--- config.mk ---
export PLATFORM = sky130hd
export DESIGN_NAME = remappable_pin_select
export DESIGN_NICKNAME = d
export VERILOG_FILES = /design/src/hw/pin_select_pkg.sv /design/src/hw/remap_out_select.sv /design/src/hw/remappable_pin_select.sv
export SDC_FILE = /design/constraint.sdc
export NUM_CORES = 1
export LEC_CHECK = 0
export ABC_CLOCK_PERIOD_IN_PS = 7100
export BUFFER_PORTS_ARGS = -buffer_cell sky130_fd_sc_hd__buf_2
export CAP_MARGIN = 5
export CELL_PAD_IN_SITES_DETAIL_PLACEMENT = 1
export CELL_PAD_IN_SITES_GLOBAL_PLACEMENT = 1
export CORE_ASPECT_RATIO = 0.5
export CORE_MARGIN = 10
export CORE_UTILIZATION = 50
export DETAILED_ROUTE_END_ITERATION = 10
export GPL_ROUTABILITY_DRIVEN = 0
export GPL_TIMING_DRIVEN = 0
export PLACE_DENSITY = 0.84
export RECOVER_POWER = 25
export SYNTH_ARGS = -nofsm -noshare
export SYNTH_HDL_FRONTEND = slang
export SYNTH_SLANG_ARGS = --single-unit
--- constraint.sdc ---
create_clock -name clock_i -period 7.1 [get_ports clock_i]
set_clock_uncertainty 0.15 [all_clocks]
set_input_delay 1.42 -clock clock_i [delete_from_list [all_inputs] [get_ports clock_i]]
set_output_delay 1.42 -clock clock_i [all_outputs]
set_load 0.05 [all_outputs]
--- src/hw/pin_select_pkg.sv ---
// Shared constants and types for the remappable pin select block
package pin_select_pkg;

    // Sizes
    localparam int unsigned NUM_PINS     = 16;
    localparam int unsigned IN_REGS      = 9;
    localparam int unsigned OUT_REGS     = 8;
    localparam int unsigned NUM_INPUTS   = 14;
    localparam int unsigned NUM_OUTPUTS  = 7;
    localparam int unsigned SEL_W        = 5;
    localparam int unsigned REG_W        = 16;

    // Register indices on the map write and read ports
    localparam logic [4:0] IN_BASE_IDX   = 5'h00;
    localparam logic [4:0] OUT_BASE_IDX  = 5'h09;
    localparam logic [4:0] OSC_RD_IDX    = 5'h11;

    // Lock bit position in the oscillator control low byte
    localparam int unsigned LOCK_BIT     = 6;

    // Unlock keys
    localparam logic [7:0] UNLOCK_KEY1   = 8'h46;
    localparam logic [7:0] UNLOCK_KEY2   = 8'h57;

    // Reset values
    localparam logic       LOCK_RST      = 1'b0;
    localparam logic [15:0] OUT_RST      = 16'h0000;

    // Implemented field bits of each input map register, also its reset value
    localparam logic [15:0] IN_MASK [IN_REGS] = '{
        16'h1F00, 16'h001F, 16'h1F1F, 16'h1F1F, 16'h1F1F,
        16'h001F, 16'h1F1F, 16'h1F1F, 16'h001F};
    localparam logic [15:0] OUT_MASK     = 16'h1F1F;

    // Peripheral input order on periph_in_o
    localparam int unsigned IN_EXT_IRQ_ONE  = 0;
    localparam int unsigned IN_EXT_IRQ_TWO  = 1;
    localparam int unsigned IN_TIMER_B_CLK  = 2;
    localparam int unsigned IN_TIMER_C_CLK  = 3;
    localparam int unsigned IN_CAPTURE_A    = 4;
    localparam int unsigned IN_CAPTURE_B    = 5;
    localparam int unsigned IN_CAPTURE_G    = 6;
    localparam int unsigned IN_CAPTURE_H    = 7;
    localparam int unsigned IN_CMP_FAULT    = 8;
    localparam int unsigned IN_SERIAL_RX    = 9;
    localparam int unsigned IN_SERIAL_CTS   = 10;
    localparam int unsigned IN_SYNC_DATA    = 11;
    localparam int unsigned IN_SYNC_CLOCK   = 12;
    localparam int unsigned IN_SYNC_SELECT  = 13;

    // Register and field low bit of each peripheral input select field
    localparam int unsigned IN_REG [NUM_INPUTS] = '{0, 1, 2, 2, 3, 3, 4, 4, 5, 6, 6, 7, 7, 8};
    localparam int unsigned IN_LSB [NUM_INPUTS] = '{8, 0, 0, 8, 0, 8, 0, 8, 0, 0, 8, 0, 8, 0};

    // Input select code that ties the input low
    localparam logic [4:0] IN_SEL_TIE_LOW   = 5'h1F;

    // Output select codes
    localparam logic [4:0] OUT_SEL_NULL     = 5'h00;
    localparam logic [4:0] OUT_SEL_TX       = 5'h03;
    localparam logic [4:0] OUT_SEL_RTS      = 5'h04;
    localparam logic [4:0] OUT_SEL_SDO      = 5'h07;
    localparam logic [4:0] OUT_SEL_SCK      = 5'h08;
    localparam logic [4:0] OUT_SEL_SS       = 5'h09;
    localparam logic [4:0] OUT_SEL_OC_A     = 5'h12;
    localparam logic [4:0] OUT_SEL_OC_B     = 5'h13;

    // Peripheral output order on the internal output vector
    localparam int unsigned OUT_TX   = 0;
    localparam int unsigned OUT_RTS  = 1;
    localparam int unsigned OUT_SDO  = 2;
    localparam int unsigned OUT_SCK  = 3;
    localparam int unsigned OUT_SS   = 4;
    localparam int unsigned OUT_OC_A = 5;
    localparam int unsigned OUT_OC_B = 6;

    // Disturbance injected into input map register 0 for the shadow check
    localparam logic [15:0] UPSET_FLIP = 16'h0100;

    // Unlock sequence, Gray along the key path
    typedef enum logic [1:0] {
        SEQ_IDLE  = 2'b00,
        SEQ_KEY1  = 2'b01,
        SEQ_ARMED = 2'b11
    } unlock_e;

endpackage

--- src/hw/remap_out_select.sv ---
// Output select decoder for one remappable pin
`timescale 1ns/1ps
`default_nettype none

module remap_out_select
    import pin_select_pkg::*;
(
    input  wire logic [SEL_W-1:0]       sel_i,      // Output select field
    input  wire logic [NUM_OUTPUTS-1:0] periph_i,   // Peripheral outputs
    input  wire logic                   port_i,     // Default port data
    output logic                        data_o      // Pin data
);

    // Unlisted codes fall back to the port, same as null
    always_comb
    begin
        unique case (sel_i)
            OUT_SEL_TX:   data_o = periph_i[OUT_TX];
            OUT_SEL_RTS:  data_o = periph_i[OUT_RTS];
            OUT_SEL_SDO:  data_o = periph_i[OUT_SDO];
            OUT_SEL_SCK:  data_o = periph_i[OUT_SCK];
            OUT_SEL_SS:   data_o = periph_i[OUT_SS];
            OUT_SEL_OC_A: data_o = periph_i[OUT_OC_A];
            OUT_SEL_OC_B: data_o = periph_i[OUT_OC_B];
            default:      data_o = port_i;
        endcase
    end

endmodule // remap_out_select

`default_nettype wire

--- src/hw/remappable_pin_select.sv ---
// Remappable pin select: mapping registers, lock, shadow check, pin muxes
`timescale 1ns/1ps
`default_nettype none

// Contract
// - Each pin has a 5-bit output select
// - Null code gives pin its port function
// - Codes 03/04 route serial TX/RTS
// - Codes 07/08/09 route sync data/clock/select
// - Codes 12/13 route compare A/B
// - Fourteen 5-bit peripheral input select fields
// - Input field value n selects pin n
// - Locked writes accepted but change nothing
// - Lock bit at bit 6 gates writes
// - Keys 46 then 57 before lock change
// - Lock holds until software changes it
// - Shadow mismatch raises configuration reset
// - One-way option forbids clearing lock again
// - One-way set allows one session only
// - Nine input, eight output mapping registers
module remappable_pin_select
    import pin_select_pkg::*;
(
    input  wire logic                   clock_i,            // 40 MHz clock
    input  wire logic                   reset_n_i,          // Sync reset, active low
    input  wire logic                   map_wr_i,           // Map register write strobe
    input  wire logic [4:0]             map_wr_index_i,     // Map register index
    input  wire logic [REG_W-1:0]       map_wr_data_i,      // Map register write data
    input  wire logic                   osc_wr_i,           // Osc control low byte write
    input  wire logic [7:0]             osc_wdata_i,        // Osc control low byte data
    input  wire logic                   one_way_lock_cfg_i, // One-way lock option
    input  wire logic [4:0]             rd_index_i,         // Read index
    output logic      [REG_W-1:0]       rd_data_o,          // Read data, one cycle later
    output logic                        map_write_lock_o,   // Lock bit state
    output logic                        cfg_mismatch_o,     // Mismatch reset request
    input  wire logic                   upset_inject_i,     // Flip a stored map bit
    input  wire logic [NUM_PINS-1:0]    remap_pin_i,        // Pin input levels
    output logic      [NUM_PINS-1:0]    remap_pin_o,        // Pin output data
    output logic      [NUM_PINS-1:0]    remap_pin_oe_o,     // Pin drive enable
    input  wire logic [NUM_PINS-1:0]    port_out_i,         // Default port data
    input  wire logic [NUM_PINS-1:0]    pin_direction_oe_i, // Port drive enables
    input  wire logic                   serial_tx_out_i,    // Serial transmit
    input  wire logic                   serial_rts_out_i,   // Serial request to send
    input  wire logic                   sync_data_out_i,    // Sync data out
    input  wire logic                   sync_clock_out_i,   // Sync clock out
    input  wire logic                   sync_select_out_i,  // Sync select out
    input  wire logic                   compare_out_a_i,    // Compare channel 1
    input  wire logic                   compare_out_b_i,    // Compare channel 2
    output logic      [NUM_INPUTS-1:0]  periph_in_o         // Peripheral inputs
);

    typedef struct packed {
        logic [IN_REGS-1:0][REG_W-1:0]  in_map;
        logic [IN_REGS-1:0][REG_W-1:0]  in_shadow;
        logic [OUT_REGS-1:0][REG_W-1:0] out_map;
        logic [OUT_REGS-1:0][REG_W-1:0] out_shadow;
        logic                           lock;
        logic                           lock_once;
        unlock_e                        seq;
        logic                           mismatch;
        logic [NUM_INPUTS-1:0]          periph_in;
        logic [NUM_PINS-1:0]            pin_data;
        logic [NUM_PINS-1:0]            pin_oe;
        logic [REG_W-1:0]               rd_data;
    } state_s;

    state_s                   state_r;
    state_s                   state_nxt;
    logic [NUM_OUTPUTS-1:0]   periph_out;
    logic [NUM_PINS-1:0]      pin_mux;
    logic                     in_hit;
    logic                     out_hit;
    logic [3:0]               in_sel;
    logic [2:0]               out_sel;
    logic                     lock_req;

    // Peripheral outputs gathered in select order
    assign periph_out = {compare_out_b_i, compare_out_a_i, sync_select_out_i,
                         sync_clock_out_i, sync_data_out_i, serial_rts_out_i,
                         serial_tx_out_i};

    // Write index decode, out of range indices are dropped
    assign in_hit  = (map_wr_index_i < OUT_BASE_IDX);
    assign out_hit = (map_wr_index_i >= OUT_BASE_IDX) && (map_wr_index_i < OSC_RD_IDX);
    assign in_sel  = map_wr_index_i[3:0];
    assign out_sel = 3'(map_wr_index_i - OUT_BASE_IDX);
    assign lock_req = osc_wdata_i[LOCK_BIT];

    // One decoder per pin, fed by its own 5-bit field
    genvar p;
    generate
        for (p = 0; p < NUM_PINS; p++)
        begin : g_pin
            remap_out_select u_sel (
                .sel_i    (state_r.out_map[p / 2][(p % 2) * 8 +: SEL_W]),
                .periph_i (periph_out),
                .port_i   (port_out_i[p]),
                .data_o   (pin_mux[p])
            );
        end
    endgenerate

    // Next state: writes, lock sequence, shadow check, muxes, read back
    always_comb
    begin
        logic [SEL_W-1:0] field;
        field     = '0;
        state_nxt = state_r;

        // Map writes land in register and shadow together
        if (map_wr_i && !state_r.lock)
        begin
            if (in_hit)
            begin
                state_nxt.in_map[in_sel]    = map_wr_data_i & IN_MASK[in_sel];
                state_nxt.in_shadow[in_sel] = map_wr_data_i & IN_MASK[in_sel];
            end
            else if (out_hit)
            begin
                state_nxt.out_map[out_sel]    = map_wr_data_i & OUT_MASK;
                state_nxt.out_shadow[out_sel] = map_wr_data_i & OUT_MASK;
            end
        end

        // Disturbance skips the shadow so the monitor sees it
        if (upset_inject_i)
        begin
            state_nxt.in_map[0] = state_nxt.in_map[0] ^ UPSET_FLIP;
        end

        // Unlock sequence; any stray write restarts it
        if (osc_wr_i)
        begin
            unique case (state_r.seq)
                SEQ_ARMED:
                begin
                    state_nxt.seq = SEQ_IDLE;
                    // Once set, one-way option pins the lock high
                    if (lock_req || !(one_way_lock_cfg_i && state_r.lock_once))
                    begin
                        // Only this arm moves the lock, so it never relocks alone
                        state_nxt.lock = lock_req;
                    end
                    if (lock_req)
                    begin
                        state_nxt.lock_once = 1'b1;
                    end
                end
                SEQ_KEY1:
                begin
                    state_nxt.seq = (osc_wdata_i == UNLOCK_KEY2) ? SEQ_ARMED :
                                    (osc_wdata_i == UNLOCK_KEY1) ? SEQ_KEY1 : SEQ_IDLE;
                end
                SEQ_IDLE:
                begin
                    state_nxt.seq = (osc_wdata_i == UNLOCK_KEY1) ? SEQ_KEY1 : SEQ_IDLE;
                end
                default:
                begin
                    state_nxt.seq = SEQ_IDLE;
                end
            endcase
        end

        // Sticky until system reset, which this request causes
        if ((state_r.in_map != state_r.in_shadow) || (state_r.out_map != state_r.out_shadow))
        begin
            state_nxt.mismatch = 1'b1;
        end

        // Input routing; codes past the last pin read low
        for (int k = 0; k < NUM_INPUTS; k++)
        begin
            field = state_r.in_map[IN_REG[k]][IN_LSB[k] +: SEL_W];
            if (field == IN_SEL_TIE_LOW || field >= SEL_W'(NUM_PINS))
            begin
                state_nxt.periph_in[k] = 1'b0;
            end
            else
            begin
                state_nxt.periph_in[k] = remap_pin_i[field[3:0]];
            end
        end

        // Direction stays with the port logic, mapping never forces it
        state_nxt.pin_data = pin_mux;
        state_nxt.pin_oe   = pin_direction_oe_i;

        // Read back, unimplemented indices read zero
        if (rd_index_i < OUT_BASE_IDX)
        begin
            state_nxt.rd_data = state_r.in_map[rd_index_i[3:0]];
        end
        else if (rd_index_i < OSC_RD_IDX)
        begin
            state_nxt.rd_data = state_r.out_map[3'(rd_index_i - OUT_BASE_IDX)];
        end
        else if (rd_index_i == OSC_RD_IDX)
        begin
            state_nxt.rd_data = '0;
            state_nxt.rd_data[LOCK_BIT] = state_r.lock;
        end
        else
        begin
            state_nxt.rd_data = '0;
        end

        // Reset values
        if (!reset_n_i)
        begin
            for (int r = 0; r < IN_REGS; r++)
            begin
                state_nxt.in_map[r]    = IN_MASK[r];
                state_nxt.in_shadow[r] = IN_MASK[r];
            end
            for (int r = 0; r < OUT_REGS; r++)
            begin
                state_nxt.out_map[r]    = OUT_RST;
                state_nxt.out_shadow[r] = OUT_RST;
            end
            state_nxt.lock      = LOCK_RST;
            state_nxt.lock_once = 1'b0;
            state_nxt.seq       = SEQ_IDLE;
            state_nxt.mismatch  = 1'b0;
            state_nxt.periph_in = '0;
            state_nxt.pin_data  = '0;
            state_nxt.pin_oe    = '0;
            state_nxt.rd_data   = '0;
        end
    end

    // Single state register
    always_ff @(posedge clock_i)
    begin
        state_r <= state_nxt;
    end

    // Outputs straight from the state flops
    assign rd_data_o        = state_r.rd_data;
    assign map_write_lock_o = state_r.lock;
    assign cfg_mismatch_o   = state_r.mismatch;
    assign remap_pin_o      = state_r.pin_data;
    assign remap_pin_oe_o   = state_r.pin_oe;
    assign periph_in_o      = state_r.periph_in;
endmodule // remappable_pin_select

`default_nettype wire

### Word-level counts from Yosys, hierarchy flattened

Memories as Yosys holds them, arrays and structs flattened.
Index checks and enable logic that the tools add are counted.

* flip-flop bits (word level): 611
* ROM bits: 256
* input port bits: 95
* output and inout port bits: 64
* word-level logic and storage cells: 347
* memories: 1

Memory list
* (name not given): depth 16, width 16, rd ports 1, clocked after Yosys merged registers in 0, wr ports 0, RTL line remappable_pin_select.sv:116 `state_nxt.in_shadow[in_sel] = map_wr_data_i & IN_MASK[in_sel];`

* add/sub/neg operators: 2
* $lt $le $gt $ge: 40
* equal/unequal tests: 133
* muxes and demuxes: 69
* bitwise gates (word level): 5
* reductions and logical operators: 42

Operators with widths (number)
* $mux W256: 2
* $mux W416: 1
* $bwmux W144: 2
* $bwmux W128: 2
* $eq A5 B5 Y1 const B: 47
* $eq A5 B3 Y1 const B: 32
* $eq A5 B4 Y1 const B: 32
* $mux W160: 1
* $ne A144 B144 Y1: 1
* $mux W16: 8
* $ne A128 B128 Y1: 1
* $pmux W1 S7: 16
* $eq A5 B2 Y1 const B: 16
* $lt A4 B5 Y1 const B: 16
* $ge A5 B5 Y1 const B: 15
* $bmux W16 S4: 1
* $demux W16 S4: 1
* $bmux W1 S4: 14
* $bmux W16 S3: 1
* $demux W16 S3: 1
* $reduce_or A2 Y1: 14
* $and A16 B16 Y16: 1
* $eq A8 B7 Y1 const B: 2
* $logic_or A1 B1 Y1: 16
* 21 further kinds: 48

### Longest topological paths before layout

Gate-level depths: netlist of the first run.

* depth after elaboration: 11
* gate-level depth with buffers: 8
* depth with buffers taken out: 7

### By module

A second synthesis of the first run with hierarchy kept.

* cell total of the unflattened synthesis: 1442
* area total of the unflattened synthesis: 14406.3 um^2

By module, submodules not included
* remappable_pin_select: times used 1, cells an instance 1106, area an instance 11783.8 um^2, seq. area each 4664.5 um^2
* remap_out_select: times used 16, cells an instance 21, area an instance 163.9 um^2, seq. area each 0.0 um^2

### Worst setup path before layout of the first run

OpenSTA, ideal clock, no wires.

* kind: input -> register
* from: input port rd_index_i[1]
* to: register state_r (netlist bit rd_data_o[1])
* setup time: 0.122 ns
* data arrival time: 3.423 ns
* data required time: 6.828 ns
* setup slack: 3.405 ns
* stages: 8
* path buffers: 3
* path through: buf_2 -> buf_2 -> inv_1 -> ha_1 -> clkbuf_1 -> mux4_2 -> mux2_2 -> a221o_1

* word-level cells in the longest chain between the ends: 5
* elaborated cells between the ends (all ways): 9
* classes of those cells: add/sub: 1; order compare: 2; mux: 6

RTL lines
* start, declared: RTL line remappable_pin_select.sv:32 `input wire logic [4:0] rd_index_i,`
* $sub A3 B1 Y3: RTL line remappable_pin_select.sv:196 `state_nxt.rd_data = state_r.out_map[3'(rd_index_i - OUT_BASE_IDX)];`
* $bmux W16 S3: RTL line remappable_pin_select.sv:196
* $mux W16 (not written as such): RTL line remappable_pin_select.sv:196
* $mux W16: RTL line remappable_pin_select.sv:194 `else if (rd_index_i < OSC_RD_IDX)`
* $mux W16 *: RTL line remappable_pin_select.sv:190 `if (rd_index_i < OUT_BASE_IDX)`
* end signal, assigned: RTL line remappable_pin_select.sv:235 `state_r <= state_nxt;`
* end, declared: RTL line remappable_pin_select.sv:67 `state_s state_r;`

Every way passes the cells marked *; elsewhere a longest branch is shown, timed or not. The select of a mux whose other input is x is not followed.
A chain may end at the register's enable or synchronous reset.

### Worst setup path after layout of the first run

Same ends and word-level chain as after synthesis.

==> flow_metrics.tcl, run 1 <==
set metrics [dict create \
    grt_usage 0.294 \
    io_buffers 145 \
    finalMaxSlewViolations 0 \
    swShare 0.274 \
    ys_seq_elements 233 \
    synth_top_family_by_area "multiplexers" \
    synthArstFlopShare 0 \
    htreeDepth 1 \
    cp.arrival_ns 4.38 \
    min-delay-start "state_r[65]" \
    drt-initial-drc-count 1400 \
    antenna_found_initial 4 \
    hold_class "flop to flop" \
    numCtsBuffers 23 \
    grt_pass1_vias 13100 \
    finalSetupViolCount 0 \
    die_w_um 254 \
    place_hpwl_um 36700 \
    postCtsHoldBufs 0 \
    syn_to_final_growth_pct 14.2 \
    criticalPathCategory "input pin to flop" \
    r2r_setup_slack_ns 4.73 \
    reg2reg_from "map_write_lock_o" \
    die_h_um 137 \
    ir_worst_vdd_mv 0.163 \
    power.switching_uw 872 \
    fin_crit_sh 0.579 \
    start_util 0.512 \
    dieArea_mm2 0.0348 \
    critPathCaptureType "flop" \
    holdWs_ns 0.317 \
    synth_top_cell_area_share 0.341 \
    period_needed_ns 4.11 \
    via_count 12700 \
    grt_pass1_wl_um 78600 \
    reg2reg_depth 5 \
    core_mm2 0.0267 \
    final_cells 1912 \
    worst_pin_slew_ns 1.18 \
    num_io_pins 159 \
    crit_start "rd_index_i[1]" \
    drc 0 \
    muxShareOfSynthArea 0.273 \
    pwr-share-seq 0.424 \
    crit_required_ns 7.37 \
    synth_xor_area_frac 0.00128 \
    power_frac_comb 0.134 \
    p_per_area_mw_per_mm2 204 \
    place_inst 1867 \
    yosys.area_share.simple 0.176 \
    num_rows 42 \
    nNetsFinal 1644 \
    drt_pre_antenna_iters 5 \
    maxCapViolCount 0 \
    synth_fa_ha_area_frac 0.00823 \
    cts_sinks 233 \
    root_buffer "clkbuf_16" \
    rr_endpoint "state_r[539]" \
    cts_buffer_depth 3 \
    p_int_mw 2.31 \
    synth_area_leaders "dfxtp_1 34%, mux4_2 18%, mux2i_1 7.9%" \
    hold_viol_final 0 \
    critPathLaunchType "input pin" \
    synth-seq-area-share 0.341 \
    drive_above_1_share 0.232 \
    cts_resized 0 \
    pwr-share-clk 0.442 \
    syn_inst 1366 \
    drtAntennaViolNets 0 \
    yosysTopAreaCell "dfxtp_1" \
    status "finished clean" \
    clk_pin_slew_worst_paths_ns 0.07 \
    postCtsSetupBuffers 0 \
    synth-compound-area-share 0.119 \
    syn_area_per_cell_um2 10.0 \
    viasPerCell 6.63 \
    routed_wire_length_per_instance_um 27.5 \
    slew_headroom 0.213 \
    grt_max_degree 16 \
    yosysWarnings 0 \
    post-route-util 0.585 \
    insertion_delay_ns 0.55 \
    crit_end "rd_data_o[1]" \
    ys.flop_type "dfxtp_1" \
    synth_enable_flop_cells 0 \
    p_leak_nw 6.26 \
    critPathMaxFanout 10 \
    setup_tns_ns 0 \
    max_freq_mhz 243 \
    overflow 0 \
    rsz0062_at_grt "false" \
    tritoncts "done" \
    wl_um 52600 \
    ys_types 73 \
    synth_area_mm2 0.0137 \
]
sequential cells by signal, summed over array words and instances, names as in the netlist:
name / cells
cfg_mismatch_o: 1
map_write_lock_o: 1
periph_in_o: 14
rd_data_o: 11
remap_pin_o: 16
remap_pin_oe_o: 16
state_r: 174
synth_stat cells (all sizes together), types with 4 or more instances:
cell and instances:
a21oi 26, a221o 9, a22o 9, a31oi 19, a32oi 5, and2 18
and3 13, and4b 5, buf 93, clkbuf 103, dfxtp 233, ha 9
inv 22, mux2 15, mux2i 108, mux4 110, nand2 214, nand2b 10
nand3 13, nand3b 27, nand4 4, nand4b 9, nor2 29, nor2b 9
nor3 4, nor3b 18, nor4b 17, o2111ai 6, o211ai 90, o21a 5
o21ai 15, o21bai 5, o32a 5, or2 22, or3 7, or3b 8
or4 6
routing by layer:
metal	GRT usage	part of all wire
met1	0.340	0.36
met2	0.501	0.48
met3	0.0698	0.10
met4	0.168	0.057
met5	0	0.00030
per-stage QoR:
stage	total power, mW	worst slack [ns]	cell area, um2
2_1_floorplan	1.64	3.40	13700
3_3_place_gp	1.78	2.62	14900
3_5_place_dp	1.79	2.51	14900
4_1_cts	3.17	3.05	15700
5_1_grt	3.25	2.95	15600
6_report	3.18	2.99	15600
cell usage in the layout, fill, tap and decap left out, types with 25 or more instances in the layout:
cell / Yosys / final
clkbuf_1: 103 / 167
nand2_1: 214 / 214
nand3b_1: 27 / 27
buf_4: 69 / 69
mux4_2: 110 / 110
buf_2: 12 / 98
dfxtp_1: 233 / 233
o211ai_1: 90 / 90
nor2_1: 29 / 29
mux2i_1: 108 / 108
a21oi_1: 25 / 25
worst max-delay path, stage by stage:
cell	delay, ns
buf_2	0.17
buf_2	0.32
buf_2	0.33
inv_1	0.12
ha_1	0.34
clkbuf_1	0.52
mux4_2	0.47
mux2_2	0.35
a221o_1	0.32
cell families after synthesis:
kind of cell,Yosys count
mux,233
other cells,1
fa+ha+maj,9
simple gates,447
buf+inv,218
flops,233
compound gates,223
xor+xnor,2
worst min path at each step:
stage,to,slack [ns],cells after the start
2_1_floorplan,periph_in_o[1],0.27,1
3_3_place_gp,state_r[65],0.29,2
3_5_place_dp,periph_in_o[8],0.30,1
4_1_cts,state_r[65],0.32,2
5_1_grt,state_r[493],0.34,2
6_report,state_r[65],0.32,2
layout make-up:
type	instances	area, um2
multi-input combinational	919	7910
buffer	196	1030
clock inverter	10	183
timing repair buffer	145	652
inverter	22	82.6
antenna	3	7.51
tap	352	440
sequential	233	4660
clock buffer	32	649
fill	3021	11100
power groups by stage:
stage	Combinational [mW]	Clock, mW	Sequential (mW)
after detailed placement	0.416	0	1.38
final	0.426	1.41	1.35
after CTS	0.420	1.41	1.35
after floorplan	0.272	0	1.37
after global placement	0.401	0	1.37
after global routing	0.442	1.46	1.35
Note: power is estimated with default switching activity, not from simulation.
==> run 2, diff against run 1 <==
Settings changed: ABC_AREA set to 1, ABC_CLOCK_PERIOD_IN_PS 7100 to 3400, CORE_UTILIZATION 50 to 38, PLACE_DENSITY 0.84 to 0.75.
Clock period 7.1 ns to 3.4 ns, I/O delays scaled along.
==> run 2 against run 1 <==
Compared with the run above: sequential cell count did not move; critical path depth grew 1; sequential power rose by 110%; largest cell class unchanged; die area up 41%; via count grew 35%; global-route usage is 4.0 points lower; cell count grew 66%; synthesized area grew 11%; non-clock buffer count up 11; synthesized cell count grew 80%; register-to-register slack lost 3.5 ns.
==> flow_metrics.tcl, run 2 <==
set metrics [dict create \
    postCtsHoldBufs 0 \
    drt_pre_antenna_iters 5 \
    post-route-util 0.443 \
    core_mm2 0.0392 \
    max_freq_mhz 334 \
    postCtsSetupBuffers 0 \
    wl_met3_um 3920 \
    cp.arrival_ns 3.32 \
    cpMostUsedCell "clkbuf_1" \
    syn_area_per_cell_um2 6.19 \
    hold_viol_final 0 \
    criticalPathCategory "input pin to flop" \
    p_per_area_mw_per_mm2 401 \
    worst_pin_slew_ns 1.14 \
    top_register "state_r" \
    layout_common_cells "663 x nand2_1, 310 x nor2_1, 284 x nand3_1, 233 x dfxtp_1, 223 x inv_1" \
    grt_pass1_vias 16800 \
    reg2reg_from "map_write_lock_o" \
    yosysMostFrequentCell "nand2_1" \
    critPathCaptureType "flop" \
    dieArea_mm2 0.0489 \
    critPathMaxFanout 11 \
    synth_area_mm2 0.0152 \
    drive_above_1_share 0.110 \
    grt_max_degree 14 \
    multi_input_area_mm2 0.00854 \
    hold_class "input pin to flop" \
    die_h_um 161 \
    place_hpwl_um 47300 \
    regArea_mm2 0.00466 \
    nFillCells 5396 \
    r2r_setup_slack_ns 1.19 \
    ys.flop_type "dfxtp_1" \
    wl_met2_um 29200 \
    drt-initial-drc-count 1315 \
    insertion_delay_ns 0.57 \
    clk_pin_slew_worst_paths_ns 0.06 \
    p_leak_nw 8.80 \
    final_cells 3165 \
    viasPerCell 5.42 \
    top_layer "met4" \
    crit_required_ns 3.73 \
    cpMaxStageDelayCell "clkbuf_1" \
    cts_resized 0 \
    start_util 0.388 \
    min-delay-start "pin_direction_oe_i[2]" \
    hold-path-endpoint "remap_pin_oe_o[2]" \
    num_io_pins 159 \
    largest_reg_flops 174 \
    antenna_found_initial 0 \
    syn_to_final_growth_pct 14.2 \
    overflow 0 \
    critPathMaxStageDelay_ns 0.69 \
    maxCapViolCount 0 \
    cts_sinks 233 \
    drc 0 \
    ys_seq_elements 233 \
    rsz0062_at_grt "false" \
    nNetsFinal 2724 \
    syn_inst 2455 \
    numCtsBuffers 26 \
    reg2reg_depth 7 \
    critPathBufInv 4 \
    critPathLaunchType "input pin" \
    finalMaxSlewViolations 0 \
    yosysTopAreaCell "dfxtp_1" \
    num_rows 51 \
    rr_endpoint "state_r[227]" \
    diodes 0 \
    drtAntennaViolNets 0 \
    wl_met1_um 29000 \
    grt_usage 0.255 \
    root_buffer "clkbuf_16" \
    tritoncts "done" \
    synth_top_cell_area_share 0.307 \
    cpLargestDelayFamily "buffers and inverters" \
    whs_path_depth 3 \
    wl_um 64400 \
    yosysWarnings 0 \
    status "finished clean" \
    p_total_mw 6.96 \
    ir_worst_vdd_mv 0.318 \
    place_inst 3122 \
    path_cells "clkbuf_1, inv_1, clkbuf_1, ha_1, clkbuf_1, a21oi_1, o21ai_0, nand3_1, nand3_1, a21oi_1" \
    grt_pass1_wl_um 98500 \
    synth_area_leaders "dfxtp_1 31%, nand2_1 16%, nand3_1 9.4%" \
    finalSetupViolCount 0 \
    routed_wire_length_per_instance_um 20.3 \
    io_buffers 133 \
    period_needed_ns 2.99 \
    fin_crit_sh 0.881 \
    die_w_um 303 \
    synthArstFlopShare 0 \
    via_count 17200 \
    synth_common_cells "663 x nand2_1, 310 x nor2_1, 284 x nand3_1" \
    synth_enable_flop_cells 0 \
    slew_headroom 0.241 \
    htreeDepth 1 \
    synth-seq-area-share 0.307 \
    layout_commonest_cell "nand2_1" \
    ys_types 36 \
    cts_buffer_depth 3 \
]
==> run 2: cell types whose count changed after synthesis, sizes merged, moves of 110 or more <==
cell,change
nand2,+460
nor2,+284
nand3,+271
inv,+202
a21oi,+119
mux4,-110
==> run 2: where the power goes <==
part | switching, mW | internal, mW
clock | 1.26 | 1.71
combinational | 0.850 | 0.296
sequential | 0.0444 | 2.79
total | 2.16 | 4.80
==> run 2: layout make-up <==
cell class	count	share of cell area
Tap cell	530	0.0382
Multi-Input combinational cell	1778	0.492
Timing Repair Buffer	133	0.0358
Sequential cell	233	0.269
Buffer	219	0.0661
Inverter	229	0.0495
Clock buffer	35	0.0441
Clock inverter	8	0.00548
==> run 2: metrics by stage <==
stage	TNS (ns)	instance area, um2	hold slack (ns)	setup slack (ns)
final	0	17400	0.145	0.405
after global routing	0	17400	0.149	0.317
after CTS	0	17400	0.132	0.528
after detailed placement	-0.242	16500	0.277	-0.0553
after global placement	-0.0601	16500	0.277	-0.0324
after floorplan	0	15200	0.267	1.13
==> run 2: worst max-delay path by stage <==
stage	start	end	depth (start not counted)
6_report	rd_index_i[1]	rd_data_o[1]	10
5_1_grt	rd_index_i[1]	rd_data_o[1]	10
4_1_cts	rd_index_i[1]	rd_data_o[0]	10
3_5_place_dp	rd_index_i[1]	rd_data_o[0]	10
3_3_place_gp	rd_index_i[1]	rd_data_o[0]	10
2_1_floorplan	rd_index_i[1]	rd_data_o[12]	9
==> run 2: kinds of logic (layout without fill, tap and decap cells) <==
family / count (synthesis) / count (layout) / synth area share
flip-flops: 233 / 233 / 0.307
AND/OR/NAND/NOR: 1387 / 1387 / 0.393
buffers and inverters: 448 / 624 / 0.132
adder cells (fa/ha/maj): 9 / 9 / 0.00741
XOR/XNOR: 2 / 2 / 0.00115
AO/OA/AOI/OAI: 375 / 375 / 0.159
other: 1 / 5 / 0.000247
==> run 2: worst reg2reg max path, cell delays in order (launching register included) <==
cell,delay (ns)
dfxtp_1,0.38
nor2_2,0.28
inv_1,0.19
a21oi_4,0.25
nand3_1,0.27
clkbuf_1,0.32
nor2_1,0.18
nor2_1,0.08
==> run 2: routing by layer <==
layer / vias to the layer above / track usage
met4: 0 / 0.0825
li1: 8282 / -
met2: 547 / 0.421
met5: - / 0
met1: 8207 / 0.339
met3: 133 / 0.0324
==> run 3, diff against run 2 <==
Settings changed: ABC_AREA 1 to unset, CORE_UTILIZATION 38 to 42.
==> run 3 against run 2 <==
Compared with the run above: wire length down 20%; sequential share of layout area up 2.9 points; power down 7.2%; critical path depth down 2; first-iteration DRC count down 13%; clock-buffer cell count up 2; worst hold slack better by 0.043 ns; maximum frequency down 8.7%; worst setup slack worse by 0.29 ns; non-clock buffer count down 11; clock power down 7.0%; die area down 17%.
==> flow_metrics.tcl, run 3 (synthesis results as in run 1) <==
set metrics [dict create \
    start_util 0.429 \
    place_inst 1947 \
    htreeDepth 1 \
    diodes 0 \
    via_count 12400 \
    worst_pin_slew_ns 1.17 \
    insertion_delay_ns 0.55 \
    num_io_pins 159 \
    cts_sinks 233 \
    drtAntennaViolNets 0 \
    critPathCaptureType "flop" \
    drive_above_1_share 0.234 \
    cpMostUsedCell "buf_2" \
    status "finished clean" \
    numCtsBuffers 24 \
    die_h_um 148 \
    dieArea_mm2 0.0406 \
    grt_max_degree 15 \
    layout_common_cells "233 x dfxtp_1, 214 x nand2_1, 165 x clkbuf_1, 110 x mux4_2, 108 x mux2i_1" \
    num_rows 46 \
    maxCapViolCount 0 \
    hold_viol_final 0 \
    criticalPathCategory "input pin to flop" \
    drt_pre_antenna_iters 5 \
    top_register "state_r" \
    place_hpwl_um 37400 \
    path_cells "buf_2, buf_2, buf_2, inv_1, ha_1, xor2_1, mux2_2, a221o_1" \
    period_needed_ns 3.28 \
    cpMaxStageDelayCell "xor2_1" \
    finalSetupViolCount 0 \
    viasPerCell 6.23 \
    layout_setup_ws_ns 0.118 \
    cts_buffer_depth 3 \
    critPathMaxFanout 10 \
    finalMaxSlewViolations 0 \
    p_leak_nw 6.26 \
    overflow 0 \
    io_buffers 145 \
    multi_input_area_mm2 0.00791 \
    cpLargestDelayFamily "buffers and inverters" \
    critPathMaxStageDelay_ns 0.90 \
    drc 0 \
    critPathBufInv 4 \
    clk_pin_slew_worst_paths_ns 0.07 \
    largest_reg_flops 174 \
    hold_class "input pin to flop" \
    wl_um 51700 \
    core_mm2 0.0319 \
    crit_required_ns 3.67 \
    syn_to_final_growth_pct 14.7 \
    routed_wire_length_per_instance_um 26.0 \
    slew_headroom 0.217 \
    grt_pass1_vias 12800 \
    final_cells 1990 \
    antenna_found_initial 3 \
    fin_crit_sh 0.965 \
    pre_cts_ws_ns -0.446 \
    max_freq_mhz 305 \
    cp.arrival_ns 3.55 \
    grt_pass1_wl_um 78100 \
    regArea_mm2 0.00466 \
    layout_commonest_cell "dfxtp_1" \
    drt-initial-drc-count 1146 \
    rsz0062_at_grt "false" \
    tritoncts "done" \
    root_buffer "clkbuf_16" \
    nFillCells 3646 \
    nNetsFinal 1645 \
    ir_worst_vdd_mv 0.308 \
    critPathLaunchType "input pin" \
    grt_usage 0.248 \
    p_per_area_mw_per_mm2 412 \
    die_w_um 275 \
]
==> run 3: cell count changes in the layout (fill, tap and decap cells not counted), moves of 110 or more <==
cell and delta:
nand2_1 -449, mux4_2 +110, inv_1 -201, nand3_1 -271
a21oi_1 -119, nor2_1 -281
==> run 3: per-layer routing <==
metal	wire [um]	GRT usage
met1	20000	0.299
met2	25100	0.428
met3	4400	0.0504
met4	2160	0.0982
met5	38	0
==> run 3: final timing paths <==
| check | to | startpoint | cells after the start | slack (ns) |
|---|---|---|---|---|
| setup / recovery | rd_data_o[2] | rd_index_i[1] | 8 | 0.12 |
| hold / removal | remap_pin_oe_o[1] | pin_direction_oe_i[1] | 2 | 0.19 |
| setup reg to reg | state_r[540] | map_write_lock_o | 5 | 1.03 |
| hold reg to reg | state_r[559] | state_r[559] | 2 | 0.31 |
==> run 3: report_power, final <==
group          leakage, nW  total [mW]  internal (mW)  switching (mW)
Clock                0.404        2.77           1.59            1.18
Combinational         3.96       0.880          0.321           0.559
Sequential            1.89        2.81           2.78          0.0352
==> run 3: final cells by class <==
type | instances | share of cell area
multi-input cells | 919 | 0.504
flip-flops and latches | 233 | 0.297
plain buffers | 196 | 0.0660
clock buffers | 37 | 0.0479
repair buffers | 145 | 0.0415
well taps | 432 | 0.0345
inverters | 22 | 0.00526
clock inverters | 6 | 0.00351
==> run 3: worst reg2reg max path, delay by kind of cell, from the launching register on <==
family,cells,cell delay (ns)
AO/OA/AOI/OAI,1,0.10
buffers and inverters,1,0.28
flip-flops,1,0.41
AND/OR/NAND/NOR,3,1.25
==> run 3: through the flow <==
step                      cell area [um2]  TNS, ns  hold slack [ns]  power, mW  utilization
after global placement              15000    -3.39            0.289       3.72        0.469
after floorplan                     13700        0            0.265       3.43            -
after CTS                           15800        0            0.175       6.48        0.494
after detailed placement            15000    -3.79            0.299       3.75        0.469
after global routing                15700        0            0.182       6.65        0.492
final                               15700        0            0.188       6.46        0.492
==> run 3: repair_timing <==
action,in CTS,in global routing
resized for setup,0,4
endpoints found under the setup margin,0,4
hold buffers,0,0
buffers inserted,0,0
